==> src/pcp_pkg.sv <==
/*
 Constants for the configuration header tail and power management
 capability block: register offsets, field positions, reset values.
 Assumes an APB slave with 32-bit data and byte strobes in front.
*/
package pcp_pkg;

    localparam logic [7:0] OFS_HDR = 8'h00;
    localparam logic [7:0] OFS_CAPPTR = 8'h04;
    localparam logic [7:0] OFS_PMCAP = 8'h08;
    localparam logic [7:0] OFS_CTRL_STAT = 8'h0C;
    localparam logic [7:0] OFS_IRQ_STAT = 8'h10;
    localparam logic [7:0] OFS_IRQ_MASK = 8'h14;

    localparam logic [7:0] CAP_LIST_PTR = 8'h40;
    localparam logic [7:0] INT_PIN_VAL = 8'h01;
    localparam logic [7:0] CAP_ID_VAL = 8'h01;
    localparam logic [7:0] NEXT_PTR_VAL = 8'h00;
    localparam logic [2:0] PM_VERSION = 3'h3;
    localparam logic [7:0] BYTE_ZERO = 8'h00;

    localparam int CSR_STAT_BIT = 15;
    localparam int CSR_SCALE_LO = 13;
    localparam int CSR_SEL_LO = 9;
    localparam int CSR_EN_BIT = 8;
    localparam int CSR_STATE_LO = 0;

    localparam int IRQ_W = 3;
    localparam int IRQ_PM_EVENT = 0;
    localparam int IRQ_AUX_CHG = 1;
    localparam int IRQ_STATE_WR = 2;

    localparam int PIN_W = 2;
    localparam int PIN_AUX = 0;
    localparam int PIN_EVT = 1;

endpackage

==> src/pcp_regs.sv <==
/*
 APB register bank for the configuration header tail and the power
 management capability block, with event status and interrupt.
 Assumes pin inputs are asynchronous to pclk and EEPROM load data is
 produced on pclk; one wait state on every APB transfer.
*/
`timescale 1ns/1ps
module pcp_regs
    import pcp_pkg::*;
(
    input wire logic pclk,
    input wire logic presetn,
    input wire logic psel,
    input wire logic penable,
    input wire logic pwrite,
    input wire logic [7:0] paddr,
    input wire logic [31:0] pwdata,
    input wire logic [3:0] pstrb,
    output logic [31:0] prdata,
    output logic pready,
    output logic pslverr,
    input wire logic aux_supply_detect,
    input wire logic pm_event_in,
    input wire logic eeprom_load,
    input wire logic [7:0] eeprom_min_grant,
    input wire logic [7:0] eeprom_max_latency,
    input wire logic [31:0] eeprom_scale_table,
    output logic pm_event_out,
    output logic irq
);

    logic [PIN_W-1:0] pin_raw;
    logic [PIN_W-1:0] pin_flt;
    logic evt_flt_d_r;
    logic aux_flt_d_r;
    logic evt_rise;
    logic aux_chg;

    logic [31:0] prdata_r;
    logic [31:0] prdata_nxt;
    logic pready_r;
    logic pslverr_r;
    logic pslverr_nxt;
    logic xfer_done;
    logic wr_done;
    logic rd_done;

    logic [7:0] int_line_r;
    logic [7:0] min_grant_r;
    logic [7:0] max_latency_r;
    logic [31:0] scale_table_r;
    logic pm_event_status_flag_r;
    logic [1:0] power_reading_scale_r;
    logic [3:0] power_reading_select_r;
    logic pm_event_enable_r;
    logic [1:0] power_state_field_r;
    logic [IRQ_W-1:0] irq_stat_r;
    logic [IRQ_W-1:0] irq_stat_nxt;
    logic [IRQ_W-1:0] irq_mask_r;
    logic pm_event_out_r;
    logic irq_r;

    logic [15:0] cap_word;
    logic addr_mapped;
    logic [15:0] csr_word;
    logic csr_wr_lo;
    logic csr_wr_hi;

    assign pin_raw = {pm_event_in, aux_supply_detect};

    // Three-stage synchroniser; the level moves only when stages two and three agree
    genvar g;
    generate
        for (g = 0; g < PIN_W; g++) begin : g_sync
            logic s1_r;
            logic s2_r;
            logic s3_r;
            logic flt_r;
            always_ff @(posedge pclk or negedge presetn) begin
                if (!presetn) begin
                    s1_r <= 1'b0;
                    s2_r <= 1'b0;
                    s3_r <= 1'b0;
                    flt_r <= 1'b0;
                end else begin
                    s1_r <= pin_raw[g];
                    s2_r <= s1_r;
                    s3_r <= s2_r;
                    if (s2_r == s3_r) begin
                        flt_r <= s3_r;
                    end
                end
            end
            assign pin_flt[g] = flt_r;
        end
    endgenerate

    always_ff @(posedge pclk or negedge presetn) begin
        if (!presetn) begin
            evt_flt_d_r <= 1'b0;
            aux_flt_d_r <= 1'b0;
        end else begin
            evt_flt_d_r <= pin_flt[PIN_EVT];
            aux_flt_d_r <= pin_flt[PIN_AUX];
        end
    end

    assign evt_rise = pin_flt[PIN_EVT] & ~evt_flt_d_r;
    assign aux_chg = pin_flt[PIN_AUX] ^ aux_flt_d_r;

    assign xfer_done = psel & penable & pready_r;
    assign wr_done = xfer_done & pwrite;
    assign rd_done = xfer_done & ~pwrite;
    assign csr_wr_lo = wr_done && (paddr == OFS_CTRL_STAT) && pstrb[0];
    assign csr_wr_hi = wr_done && (paddr == OFS_CTRL_STAT) && pstrb[1];
    // Own decode, so the error check does not lean on the read mux
    assign addr_mapped = (paddr == OFS_HDR) || (paddr == OFS_CAPPTR) || (paddr == OFS_PMCAP)
        || (paddr == OFS_CTRL_STAT) || (paddr == OFS_IRQ_STAT) || (paddr == OFS_IRQ_MASK);

    // Fixed capability fields; only bit 15 is live
    assign cap_word = {pin_flt[PIN_AUX], 4'h0, 1'b0, 1'b0, 3'h0, 1'b0, 1'b0, 1'b0,
                       PM_VERSION};

    assign csr_word = {pm_event_status_flag_r, power_reading_scale_r, power_reading_select_r,
                       pm_event_enable_r, 6'h00, power_state_field_r};

    // Read mux; the word is captured in the wait cycle so prdata is a flop
    always_comb begin
        prdata_nxt = 32'h0000_0000;
        pslverr_nxt = 1'b0;
        unique case (paddr)
            OFS_HDR: begin
                prdata_nxt = {max_latency_r, min_grant_r, INT_PIN_VAL, int_line_r};
            end
            OFS_CAPPTR: begin
                prdata_nxt = {BYTE_ZERO, BYTE_ZERO, BYTE_ZERO, CAP_LIST_PTR};
            end
            OFS_PMCAP: begin
                prdata_nxt = {cap_word, NEXT_PTR_VAL, CAP_ID_VAL};
            end
            OFS_CTRL_STAT: begin
                prdata_nxt = {16'h0000, csr_word};
            end
            OFS_IRQ_STAT: begin
                prdata_nxt = {29'h0000_0000, irq_stat_r};
            end
            OFS_IRQ_MASK: begin
                prdata_nxt = {29'h0000_0000, irq_mask_r};
            end
            default: begin
                pslverr_nxt = 1'b1;
            end
        endcase
    end

    always_ff @(posedge pclk or negedge presetn) begin
        if (!presetn) begin
            pready_r <= 1'b0;
            prdata_r <= 32'h0000_0000;
            pslverr_r <= 1'b0;
        end else if (psel && penable && !pready_r) begin
            pready_r <= 1'b1;
            prdata_r <= pwrite ? 32'h0000_0000 : prdata_nxt;
            pslverr_r <= pslverr_nxt;
        end else begin
            pready_r <= 1'b0;
            prdata_r <= 32'h0000_0000;
            pslverr_r <= 1'b0;
        end
    end

    // Routing byte: only lane 0 of the header word is writable
    always_ff @(posedge pclk or negedge presetn) begin
        if (!presetn) begin
            int_line_r <= 8'h00;
        end else if (wr_done && (paddr == OFS_HDR) && pstrb[0]) begin
            int_line_r <= pwdata[7:0];
        end
    end

    // Host writes never reach these; only the EEPROM loader does
    always_ff @(posedge pclk or negedge presetn) begin
        if (!presetn) begin
            min_grant_r <= 8'h00;
            max_latency_r <= 8'h00;
            scale_table_r <= 32'h0000_0000;
        end else if (eeprom_load) begin
            min_grant_r <= eeprom_min_grant;
            max_latency_r <= eeprom_max_latency;
            scale_table_r <= eeprom_scale_table;
        end
    end

    // Scale is read-only and follows the select field through the loaded table
    always_ff @(posedge pclk or negedge presetn) begin
        if (!presetn) begin
            power_reading_scale_r <= 2'h0;
        end else begin
            power_reading_scale_r <= scale_table_r[{power_reading_select_r, 1'b0} +: 2];
        end
    end

    always_ff @(posedge pclk or negedge presetn) begin
        if (!presetn) begin
            power_state_field_r <= 2'h0;
        end else if (csr_wr_lo) begin
            power_state_field_r <= pwdata[CSR_STATE_LO +: 2];
        end
    end

    always_ff @(posedge pclk or negedge presetn) begin
        if (!presetn) begin
            power_reading_select_r <= 4'h0;
            pm_event_enable_r <= 1'b0;
        end else if (csr_wr_hi) begin
            power_reading_select_r <= pwdata[CSR_SEL_LO +: 4];
            pm_event_enable_r <= pwdata[CSR_EN_BIT];
        end
    end

    // A new event in the clearing cycle wins over the clear
    always_ff @(posedge pclk or negedge presetn) begin
        if (!presetn) begin
            pm_event_status_flag_r <= 1'b0;
        end else if (evt_rise) begin
            pm_event_status_flag_r <= 1'b1;
        end else if (csr_wr_hi && pwdata[CSR_STAT_BIT]) begin
            pm_event_status_flag_r <= 1'b0;
        end
    end

    always_ff @(posedge pclk or negedge presetn) begin
        if (!presetn) begin
            pm_event_out_r <= 1'b0;
        end else begin
            pm_event_out_r <= pm_event_status_flag_r & pm_event_enable_r;
        end
    end

    always_comb begin
        irq_stat_nxt = irq_stat_r;
        if (rd_done && (paddr == OFS_IRQ_STAT)) begin
            irq_stat_nxt = '0;
        end
        if (evt_rise) begin
            irq_stat_nxt[IRQ_PM_EVENT] = 1'b1;
        end
        if (aux_chg) begin
            irq_stat_nxt[IRQ_AUX_CHG] = 1'b1;
        end
        if (csr_wr_lo) begin
            irq_stat_nxt[IRQ_STATE_WR] = 1'b1;
        end
    end

    always_ff @(posedge pclk or negedge presetn) begin
        if (!presetn) begin
            irq_stat_r <= '0;
        end else begin
            irq_stat_r <= irq_stat_nxt;
        end
    end

    always_ff @(posedge pclk or negedge presetn) begin
        if (!presetn) begin
            irq_mask_r <= '0;
        end else if (wr_done && (paddr == OFS_IRQ_MASK) && pstrb[0]) begin
            irq_mask_r <= pwdata[IRQ_W-1:0];
        end
    end

    // One cycle behind the status bits so the pin stays a flop output
    always_ff @(posedge pclk or negedge presetn) begin
        if (!presetn) begin
            irq_r <= 1'b0;
        end else begin
            irq_r <= |(irq_stat_r & irq_mask_r);
        end
    end

    assign prdata = prdata_r;
    assign pready = pready_r;
    assign pslverr = pslverr_r;
    assign pm_event_out = pm_event_out_r;
    assign irq = irq_r;
endmodule

==> config.mk <==
export PLATFORM = sky130hd
export DESIGN_NAME = pcp_regs
export DESIGN_NICKNAME = d
export VERILOG_FILES = /design/src/pcp_pkg.sv /design/src/pcp_regs.sv
export SDC_FILE = /design/constraint.sdc
export NUM_CORES = 1
export LEC_CHECK = 0
export BUFFER_PORTS_ARGS = -buffer_cell sky130_fd_sc_hd__buf_2
export CORE_ASPECT_RATIO = 0.9
export CORE_MARGIN = 3
export CORE_UTILIZATION = 55
export DETAILED_ROUTE_END_ITERATION = 10
export GPL_TIMING_DRIVEN = 0
export PLACE_DENSITY = 0.84
export SLEW_MARGIN = 20
export SYNTH_ARGS = -nofsm -noshare
export SYNTH_HDL_FRONTEND = slang
export SYNTH_SLANG_ARGS = --single-unit
==> constraint.sdc <==
create_clock -name pclk -period 4.76 [get_ports pclk]
set_input_delay 1.428 -clock pclk [delete_from_list [all_inputs] [get_ports pclk]]
set_output_delay 1.428 -clock pclk [all_outputs]
set_load 0.1 [all_outputs]
# After elaboration in Yosys (flattened, before gate mapping)
# Index checks and enable logic that the tools add are counted.
[word_totals]
regBits = 118
input_bits = 100
elab_cells = 77
[op_classes]
n_eq_ne = 7
shifts = 1
mux = 12
bitwise_logic = 10
n_reduce_logical = 19
[ops]
columns = ["operator", "n"]
rows = [
  ["$pmux W32 S6", 1],
  ["$mux W32", 2],
  ["$shiftx A32 B6 Y2", 1],
  ["$eq A8 B4 Y1 const B", 2],
  ["$eq A8 B5 Y1 const B", 2],
  ["$logic_and A1 B1 Y1", 11],
  ["$eq A8 B3 Y1 const B", 1],
  ["$logic_not A8 Y1", 1],
  ["$mux W1", 8],
  ["$reduce_bool A2 Y1", 4],
  ["$and A1 B1 Y1", 6],
  ["$reduce_or A6 Y1", 1],
  ["$and A3 B3 Y3", 1],
  ["$mux W3", 1],
  ["$reduce_or A3 Y1", 1],
  ["$eq A1 B1 Y1", 2],
  ["$not A1 Y1", 2],
  ["$logic_not A1 Y1", 1],
  ["$xor A1 B1 Y1", 1],
]

# Depth between registers and ports, before layout
# Gate-level depths: netlist (run 1).
[depth]
ltp_word = 8
mapped_depth = 6

# Least setup slack after synthesis (run 1)
# OpenSTA, ideal clock, no wires.
[synth_path]
path_type = "in2reg"
startpoint = "input port paddr[0]"
endpoint = "register int_line_r[0]"
setup_time_ns = 0.125
arrival_time_ns = 2.930
path_slack_ns = 1.705
path_stages = 4
cell_sequence = "or4_1 -> buf_4 -> nor4_4 -> mux2_2"
[synth_between]
elab_chain_len = 3
[synth_lines]
columns = ["item", "line", "source"]
rows = [
  ["start: declaration", "pcp_regs.sv:16", "input wire logic [7:0] paddr,"],
  ["$logic_not A8 Y1", "pcp_regs.sv:176", "end else if (wr_done && (paddr == OFS_HDR) && pstrb[0]) begin"],
  ["$logic_and A1 B1 Y1 (2 in a row)", "pcp_regs.sv:176", ""],
  ["end signal: assignment", "pcp_regs.sv:177", "int_line_r <= pwdata[7:0];"],
  ["end: declaration", "pcp_regs.sv:48", "logic [7:0] int_line_r;"],
]
# Every way passes these cells.
# A chain may end at the register's enable or synchronous reset.

# Worst setup path in the final report (run 1)
[layout_path]
startpoint = "input port paddr[0]"
endpoint = "register int_line_r[3]"
# The elaborated chain is that of the path after synthesis.

==> results.ini, run 1 <==
[run_status]
status = completed

[clock_network]
cts.sinks = 118
cts_setup_buffers = 0
clockRootBuffer = clkbuf_8
cts_tree = yes
cts.clk_slew.worst_paths_ns = 0.06
clkLatencyLatePin_ns = 0.50
cts_buffer_depth = 2
ctsHoldBuffers = 0
cts-buffers-inserted = 17
htree_levels = 4
post_cts_resized = 0

[synth]
synth.largest_area_cell = dfrtp_1
synth_area_leaders = dfrtp_1 (64%), mux2_2 (13%), mux4_2 (3.9%)
synth_top_area_frac = 0.6356
postSynth.topFlopCell = dfrtp_1
yosys_warnings = 0
synthesis.area_sq_um = 4646
avgSynthCellArea_sq_um = 13.39
synth_nets = 447
synth_edf_count = 0
synth_common_cells = dfrtp_1 (118), mux2_2 (53), inv_1 (28), nor3_1 (28), nand2_1 (17)
yosysMostFrequentCell = dfrtp_1
ys_seq_area_frac = 0.6356
async_reset_ff_frac = 1.000
netlist_instances = 347
ys_types = 39
synth_seq_cells = 118

[pwr]
power_frac_comb = 0.066
clkPwrFrac = 0.505
power.leakage_nw = 2.940
intPower_mw = 1.946
p_sw_frac = 0.2257
netSwitchingPower_mw = 0.5672
total_power_mw = 2.513
power.density_nw_per_um2 = 421.3
ir_drop_uv = 348.3
seqPwrFrac = 0.429

[global_route]
met1_usage = 0.2859
grt-ovfl-total = 0
grt.busiest_layer = met2
gr-usage-met2 = 0.3973
grt_use_met3 = 0.06935
grt_pass1_vias = 3470
grt_max_degree = 61
antenna_found_initial = 0
grt_pass1_wl_microns = 16820
grt.total_usage = 0.2339

[timing]
period_share = 0.6089
max_slew_margin = 0.4724
final_hold_viol_count = 0
finalCriticalPeriod_ns = 2.898
setup_viol = 0
fmax_mhz = 345.0
fin_tns_setup_ns = 0
fin_skew_ns = 0.007283
rsz0062_at_grt = false
slew_viol_final = 0
tightestPinTransition_ns = 0.7914
whs_ns = 0.3550

[detailed_routing]
drt_first_iter_violations = 111
viasPerCell = 5.484
wl_per_cell_microns = 17.18
drtAntennaViolNets = 0
vias = 3241
wirelength_microns = 10150
drc_errors = 0
first_pass_iters = 4

[floorplan]
coreArea_sq_um = 8145
chipWidth_microns = 102.9
ios = 136
dieHeight_microns = 93.19
start_util = 0.5704
dieArea_sq_um = 9587
row_count = 31

[critical_path]
crit_path_start_kind = input port
end_kind = flop
worstSetupPathType = in2reg
timing.rr.end = power_reading_scale_r[0]
arrival_ns = 3.28
r2r_cells = 4
rrSetupSlack_ns = 2.78
crit_fanout = 8
r2r-start = power_reading_select_r[0]
cp.required_ns = 5.14

[placement]
io_buffer_count = 112
finalWeightedCongestion = 0.8266
dp_hpwl_microns = 7126

[flow_run]
max_cap_viol_count = 0

[finish]
nFillCells = 534
final_layout_size_suffix_gt1_frac = 0.4309
n_antenna_cell = 0
ff_latch_area_sq_um = 2953
multi_input_area_sq_um = 1509
fin_nets = 579
area_delta_synth_final_pct = 28.41

[min_path]
holdPathEnd = g_sync[1].s2_r
hp-class = reg2reg
holdCritStartpoint = g_sync[1].s1_r
min_path_cells = 0

-- sequential cells by signal, indices dropped and copies added (netlist names), 3 cells and up --
name                    cells
prdata                     32
power_reading_select_r      4
max_latency_r               8
min_grant_r                 8
irq_stat_r                  3
irq_mask_r                  3
int_line_r                  8
scale_table_r              32
-- cell families (layout without fill, tap and decap cells) --
family                     Yosys count  in the layout  share of synthesized area
muxes                               65             65                     0.1759
xor gates and xnor gates             1              1                   0.001886
and+or+nand+nor                     84             84                     0.1048
AOI/OAI and AO/OA                   29             29                    0.03798
DFF                                118            118                     0.6356
adders and majority gates            2              2                   0.004309
buffers and inverters               48            193                    0.03959
-- worst max-delay path by stage --
stage / startpoint / slack [ns] / endpoint / cells past startpoint
2_1_floorplan: paddr[0] / 1.71 / int_line_r[0] / 4
3_3_place_gp: presetn / 0.96 / scale_table_r[21] / 1
3_5_place_dp: paddr[0] / 1.35 / int_line_r[3] / 5
4_1_cts: paddr[0] / 1.87 / int_line_r[3] / 5
5_1_grt: paddr[0] / 1.84 / int_line_r[3] / 5
6_report: paddr[0] / 1.86 / int_line_r[3] / 5
-- power groups by stage --
stage                     registers [mW]  logic (mW)  clock network [mW]
after CTS                           1.08       0.169                1.29
after global routing                1.08       0.187                1.34
after floorplan                     1.09      0.0831                   0
after detailed placement            1.09       0.167                   0
after global placement              1.09       0.156                   0
final                               1.08       0.167                1.27
-- area by class of cell --
class,count,share of cell area
clock buffers,18,0.07173
flip-flops and latches,118,0.4950
inverters,28,0.01762
clock inverters,14,0.02915
multi-input cells,181,0.2529
plain buffers,20,0.01321
repair buffers,113,0.09962
well taps,99,0.02076
-- critical path, stage by stage --
cell    delay [ns]
buf_2         0.11
or4_1         0.52
buf_4         0.19
nor4_4        0.61
mux2_2        0.42
-- per-layer routing --
metal,vias to the layer above,part of all wire
li1,1480,-
met1,1606,0.41
met2,136,0.51
met3,19,0.070
met4,0,0.015
met5,-,0
-- metrics by stage --
| step | utilization | instances | instance area [sq um] | worst slack [ns] |
|---|---|---|---|---|
| 3_5_place_dp | 0.6585 | 559 | 5364 | 1.354 |
| 6_report | 0.7324 | 591 | 5966 | 1.862 |
| 2_1_floorplan | - | 347 | 4646 | 1.705 |
| 5_1_grt | 0.7324 | 591 | 5966 | 1.845 |
| 4_1_cts | 0.7324 | 591 | 5966 | 1.873 |
| 3_3_place_gp | 0.6544 | 558 | 5330 | 0.9615 |
-- cells in the final DEF (no fill, tap or decap), types with 2 or more instances in the layout --
cell type and instances:
dfrtp_1 118, a21o_1 3, nor2_1 6, clkinv_2 3, clkbuf_16 16, nand4_1 3
inv_6 3, a21oi_1 2, clkbuf_8 2, mux4_2 8, nor4_2 2, o21ai_0 16
inv_1 28, buf_2 111, a22oi_1 2, clkinv_4 4, clkbuf_1 16, nand2_1 17
nor3_1 28, nor4_4 2, mux2i_1 4, nor4_1 2, nor2b_1 5, buf_1 3
bufinv_16 3, mux2_2 53, maj3_1 2, nand3_1 7, nand4b_1 3
No activity file was read; power rests on OpenSTA's default activity.
==> run 2: changes to the inputs <==
--- a/config.mk
+++ b/config.mk
@@ -5,13 +5,14 @@
 export SDC_FILE = /design/constraint.sdc
 export NUM_CORES = 1
 export LEC_CHECK = 0
+export ABC_AREA = 1
 export BUFFER_PORTS_ARGS = -buffer_cell sky130_fd_sc_hd__buf_2
 export CORE_ASPECT_RATIO = 0.9
 export CORE_MARGIN = 3
-export CORE_UTILIZATION = 55
+export CORE_UTILIZATION = 52
 export DETAILED_ROUTE_END_ITERATION = 10
 export GPL_TIMING_DRIVEN = 0
-export PLACE_DENSITY = 0.84
+export PLACE_DENSITY = 0.8
 export SLEW_MARGIN = 20
 export SYNTH_ARGS = -nofsm -noshare
 export SYNTH_HDL_FRONTEND = slang
==> constraint.sdc (replaced) <==
create_clock -name pclk -period 2.8 [get_ports pclk]
set_input_delay 0.84 -clock pclk [delete_from_list [all_inputs] [get_ports pclk]]
set_output_delay 0.84 -clock pclk [all_outputs]
set_load 0.1 [all_outputs]
==> results.ini, run 2 <==
[run_status]
status = finished, violations left
violations = design-rule violations

[detailed_routing]
vias = 3706
drc_errors = 2
drt_first_iter_violations = 192
first_pass_iters = 7
wl_per_cell_microns = 14.99
wirelength_microns = 11110
viasPerCell = 5.001
drtAntennaViolNets = 0

[finish]
finalInstanceArea_sq_um = 6076
final_layout_size_suffix_gt1_frac = 0.3087
layout_common_cells = buf_2 (118), dfrtp_1 (118), nand2_1 (84)
fin_nets = 710
multi_input_area_sq_um = 1439
final_util = 0.6961
nFillCells = 684
area_delta_synth_final_pct = 28.47
n_antenna_cell = 0
ff_latch_area_sq_um = 2953
final_cells = 741

[critical_path]
cp_slowest_cell = buf_2
arrival_ns = 1.33
cp_num_cells = 1
worstPathCellList = buf_2
cp_num_buf_inv = 1
r2r_cells = 6
crit_path_start_kind = flop
crit_start = pready
cp.required_ns = 1.96
slowest_delay_ns = 0.44
endpoint = pready
end_kind = output port
r2r-start = pready
rrSetupSlack_ns = 1.21
worstSetupPathType = reg2out
critical_path.top_delay_family = buffers and inverters
crit_fanout = 3
timing.rr.end = prdata[21]

[floorplan]
dieArea_sq_um = 10280
start_util = 0.5419
dieHeight_microns = 96.48
row_count = 32
coreArea_sq_um = 8728
ios = 136
chipWidth_microns = 106.5

[clock_network]
post_cts_resized = 0
clockRootBuffer = clkbuf_8
clkLatencyLatePin_ns = 0.52
cts.sinks = 118
cts_buffer_depth = 2
htree_levels = 4
ctsHoldBuffers = 0
cts_tree = yes
cts_setup_buffers = 0
cts-buffers-inserted = 17
cts.clk_slew.worst_paths_ns = 0.06

[pwr]
intPower_mw = 3.331
total_power_mw = 4.282
power.density_nw_per_um2 = 704.7
seqPwrFrac = 0.425
power_frac_comb = 0.061
power.leakage_nw = 3.092
p_sw_frac = 0.2219
clkPwrFrac = 0.514
netSwitchingPower_mw = 0.9501
ir_drop_uv = 466.8

[placement]
dp_cells = 710
dp_hpwl_microns = 7841
finalWeightedCongestion = 0.9666
preCtsSetupSlack_ns = 0.7353
postPlaceCellArea_sq_um = 5475
io_buffer_count = 114

[synth]
ys_seq_area_frac = 0.6243
synth_area_leaders = dfrtp_1 (62%), nand2_1 (6.7%), o21ai_0 (6.2%)
ys_types = 25
async_reset_ff_frac = 1.000
postSynth.topFlopCell = dfrtp_1
synth_top_area_frac = 0.6243
synth_seq_cells = 118
synthesis.area_sq_um = 4730
yosys_warnings = 0
synth.largest_area_cell = dfrtp_1
avgSynthCellArea_sq_um = 9.936
synth_common_cells = dfrtp_1 (118), nand2_1 (84), inv_1 (62)
netlist_instances = 476
yosysMostFrequentCell = dfrtp_1
synth_nets = 576
synth_edf_count = 0

[timing]
fin_tns_setup_ns = 0
slew_viol_final = 0
period_share = 0.7736
setup_viol = 0
fin_skew_ns = 0.008661
fmax_mhz = 461.7
setup_slack_ns = 0.6339
rsz0062_at_grt = false
final_hold_viol_count = 0
finalCriticalPeriod_ns = 2.166
max_slew_margin = 0.5576
tightestPinTransition_ns = 0.6635
whs_ns = 0.3463

[global_route]
met1_usage = 0.2843
grt_pass1_vias = 3730
grt_use_met3 = 0.05980
antenna_found_initial = 1
grt.total_usage = 0.2276
gr-usage-met2 = 0.3776
grt.busiest_layer = met2
grt_pass1_wl_microns = 17700
grt-ovfl-total = 0
grt_max_degree = 75

[flow_run]
max_cap_viol_count = 0

[min_path]
hp-class = in2async

run 2: cell types whose count changed after synthesis, sizes merged, moves of 6 or more:
cell	change
nand3	+25
mux4	-8
inv	+37
nand2	+71
clkbuf	-8
o21ai	+46
mux2	-34
nor3	-9
a21oi	+17
nor4	-6
nor2	+23
run 2: power by group through the flow:
stage | Combinational [mW] | Clock, mW | Sequential (mW)
3_5_place_dp | 0.263 | 0 | 1.85
3_3_place_gp | 0.249 | 0 | 1.85
4_1_cts | 0.267 | 2.22 | 1.82
2_1_floorplan | 0.119 | 0 | 1.85
6_report | 0.261 | 2.20 | 1.82
5_1_grt | 0.299 | 2.31 | 1.83
run 2: metal layers:
metal  part of all wire  up-vias
met5             0.0012        -
met4              0.020        2
met3              0.061       20
met2               0.49      126
met1               0.43     1756
li1                   -     1802
run 2: area by class of cell:
type	count	share of cell area
Buffer	17	0.01462
Clock buffer	19	0.06940
Clock inverter	12	0.02945
Inverter	66	0.04098
Multi-Input combinational cell	275	0.2368
Sequential cell	118	0.4860
Tap cell	119	0.02451
Timing Repair Buffer	115	0.09823
run 2: how the worst min path moves through the flow:
| stage | depth (start not counted) | end | slack, ns |
|---|---|---|---|
| final | 1 | prdata[0] | 0.35 |
| after global routing | 0 | g_sync[1].s2_r | 0.36 |
| after CTS | 0 | g_sync[0].s2_r | 0.35 |
| after detailed placement | 0 | g_sync[0].s2_r | 0.34 |
| after global placement | 0 | g_sync[0].s2_r | 0.34 |
| after floorplan | 0 | g_sync[0].s2_r | 0.33 |
run 2: logic make-up (layout without fill, tap and decap cells):
kind of cell,after synthesis,count (layout),share of synthesized area
multiplexers,19,19,0.04524
AO/OA/AOI/OAI,83,83,0.09127
XOR/XNOR,1,1,0.001852
buffers and inverters,83,229,0.07143
adder cells (fa/ha/maj),2,2,0.004233
flip-flops,118,118,0.6243
AND/OR/NAND/NOR,170,170,0.1616
==> run 3: changes to the inputs <==
--- a/config.mk
+++ b/config.mk
@@ -9,10 +9,10 @@
 export BUFFER_PORTS_ARGS = -buffer_cell sky130_fd_sc_hd__buf_2
 export CORE_ASPECT_RATIO = 0.9
 export CORE_MARGIN = 3
-export CORE_UTILIZATION = 52
+export CORE_UTILIZATION = 47
 export DETAILED_ROUTE_END_ITERATION = 10
 export GPL_TIMING_DRIVEN = 0
-export PLACE_DENSITY = 0.8
+export PLACE_DENSITY = 0.76
 export SLEW_MARGIN = 20
 export SYNTH_ARGS = -nofsm -noshare
 export SYNTH_HDL_FRONTEND = slang
==> constraint.sdc (replaced) <==
create_clock -name pclk -period 1.75 [get_ports pclk]
set_input_delay 0.525 -clock pclk [delete_from_list [all_inputs] [get_ports pclk]]
set_output_delay 0.525 -clock pclk [all_outputs]
set_load 0.1 [all_outputs]
==> results.ini, run 3 (synthesis results as in run 2) <==
[run_status]
status = completed

[pwr]
ir_drop_uv = 620.3
clkPwrFrac = 0.514
p_sw_frac = 0.2290
netSwitchingPower_mw = 1.572
power.density_nw_per_um2 = 1106
power_frac_comb = 0.062
seqPwrFrac = 0.424
total_power_mw = 6.865
power.leakage_nw = 3.104
intPower_mw = 5.293

[timing]
period_share = 0.9603
fin_skew_ns = 0.007773
tightestPinTransition_ns = 0.4624
setup_viol = 0
final_hold_viol_count = 0
fmax_mhz = 595.1
finalCriticalPeriod_ns = 1.681
max_slew_margin = 0.6917
rsz0062_at_grt = false
slew_viol_final = 0
fin_tns_setup_ns = 0

[clock_network]
cts.clk_slew.worst_paths_ns = 0.06
cts-buffers-inserted = 17
htree_levels = 4
clockRootBuffer = clkbuf_8
cts_tree = yes
cts.sinks = 118
cts_buffer_depth = 2
clkLatencyLatePin_ns = 0.50

[floorplan]
row_count = 34
dieHeight_microns = 101.2
dieArea_sq_um = 11300
start_util = 0.4855
chipWidth_microns = 111.7
coreArea_sq_um = 9742
ios = 136

[global_route]
antenna_found_initial = 0
grt_pass1_vias = 3771
grt_max_degree = 71
grt-ovfl-total = 0
grt.total_usage = 0.2009
grt_pass1_wl_microns = 18130

[finish]
layout_common_cells = dfrtp_1 (117), nand2_1 (84), buf_2 (82)
fin_nets = 711
area_delta_synth_final_pct = 31.22
final_common_cell = dfrtp_1
n_antenna_cell = 0
final_layout_size_suffix_gt1_frac = 0.3141

[critical_path]
slowest_delay_ns = 0.37
cp_num_buf_inv = 1
worstPathCellList = buf_4
r2r-start = pready
end_kind = output port
worstSetupPathType = reg2out
critical_path.top_delay_family = flip-flops
timing.rr.end = prdata[27]
cp_slowest_cell = dfrtp_2
rrSetupSlack_ns = 0.21
r2r_cells = 6
cp.required_ns = 1.22
crit_fanout = 3
arrival_ns = 1.16
crit_path_start_kind = flop

[detailed_routing]
vias = 3672
drtAntennaViolNets = 0
viasPerCell = 4.896
first_pass_iters = 4
drc_errors = 0
wl_per_cell_microns = 14.46
wirelength_microns = 10840
drt_first_iter_violations = 157

[placement]
io_buffer_count = 114
dp_hpwl_microns = 7742
finalWeightedCongestion = 0.8594

[min_path]
holdCritStartpoint = aux_supply_detect
hp-class = in2reg
min_path_cells = 1
holdPathEnd = g_sync[0].s1_r

[flow_run]
max_cap_viol_count = 0

-- run 3: cell count changes in the layout (fill, tap and decap cells not counted), sizes merged --
cell,previous run,this run
clkinvlp,3,2
bufinv,4,3
clkinv,5,7
dlygate4sd3,0,1
inv,66,67
-- run 3: worst max path at each step --
stage,from,to,depth (start not counted)
floorplan,pready,int_line_r[1],6
global placement,presetn,pready,1
detailed placement,paddr[5],prdata[1],9
CTS,prdata[10],prdata[10],1
global route,pready,pready,1
finish,pready,pready,1
-- run 3: final cells by class --
type | instances | area [sq um]
flip-flops and latches | 118 | 2954
well taps | 126 | 157.7
plain buffers | 17 | 88.84
clock buffers | 19 | 441.7
inverters | 66 | 249.0
repair buffers | 116 | 704.4
fillers | 796 | 3536
multi-input cells | 275 | 1439
clock inverters | 13 | 171.4
-- run 3: per-layer routing --
metal | track usage | wire length [microns]
met5 | 0 | 0
met4 | 0.06455 | 107
met3 | 0.04301 | 648
met2 | 0.3290 | 5218
met1 | 0.2725 | 4868
-- run 3: stage by stage --
stage / cells / hold slack, ns / setup slack [ns] / utilization / instance area [sq um]
after global routing: 750 / 0.1075 / 0.04420 / 0.6370 / 6206
after floorplan: 476 / 0.2294 / 0.02807 / - / 4731
final: 750 / 0.1317 / 0.06948 / 0.6370 / 6206
after detailed placement: 717 / 0.3379 / 0.01865 / 0.5638 / 5493
after global placement: 716 / 0.3367 / -1.367 / 0.5604 / 5459
after CTS: 750 / 0.1061 / 0.04554 / 0.6370 / 6206
-- run 3: power by group through the flow --
stage	logic, mW	registers [mW]	clock network (mW)
after floorplan	0.191	2.96	0
after global placement	0.399	2.95	0
after detailed placement	0.423	2.96	0
after CTS	0.430	2.91	3.58
after global routing	0.485	2.92	3.69
final	0.424	2.91	3.53
-- run 3: timing repair --
action / in CTS / in global routing
hold endpoints to repair: 48 / 0
setup buffers: 0 / 0
setup endpoints to repair: 36 / 0
hold buffers: 1 / 0
resized for setup: 36 / 0
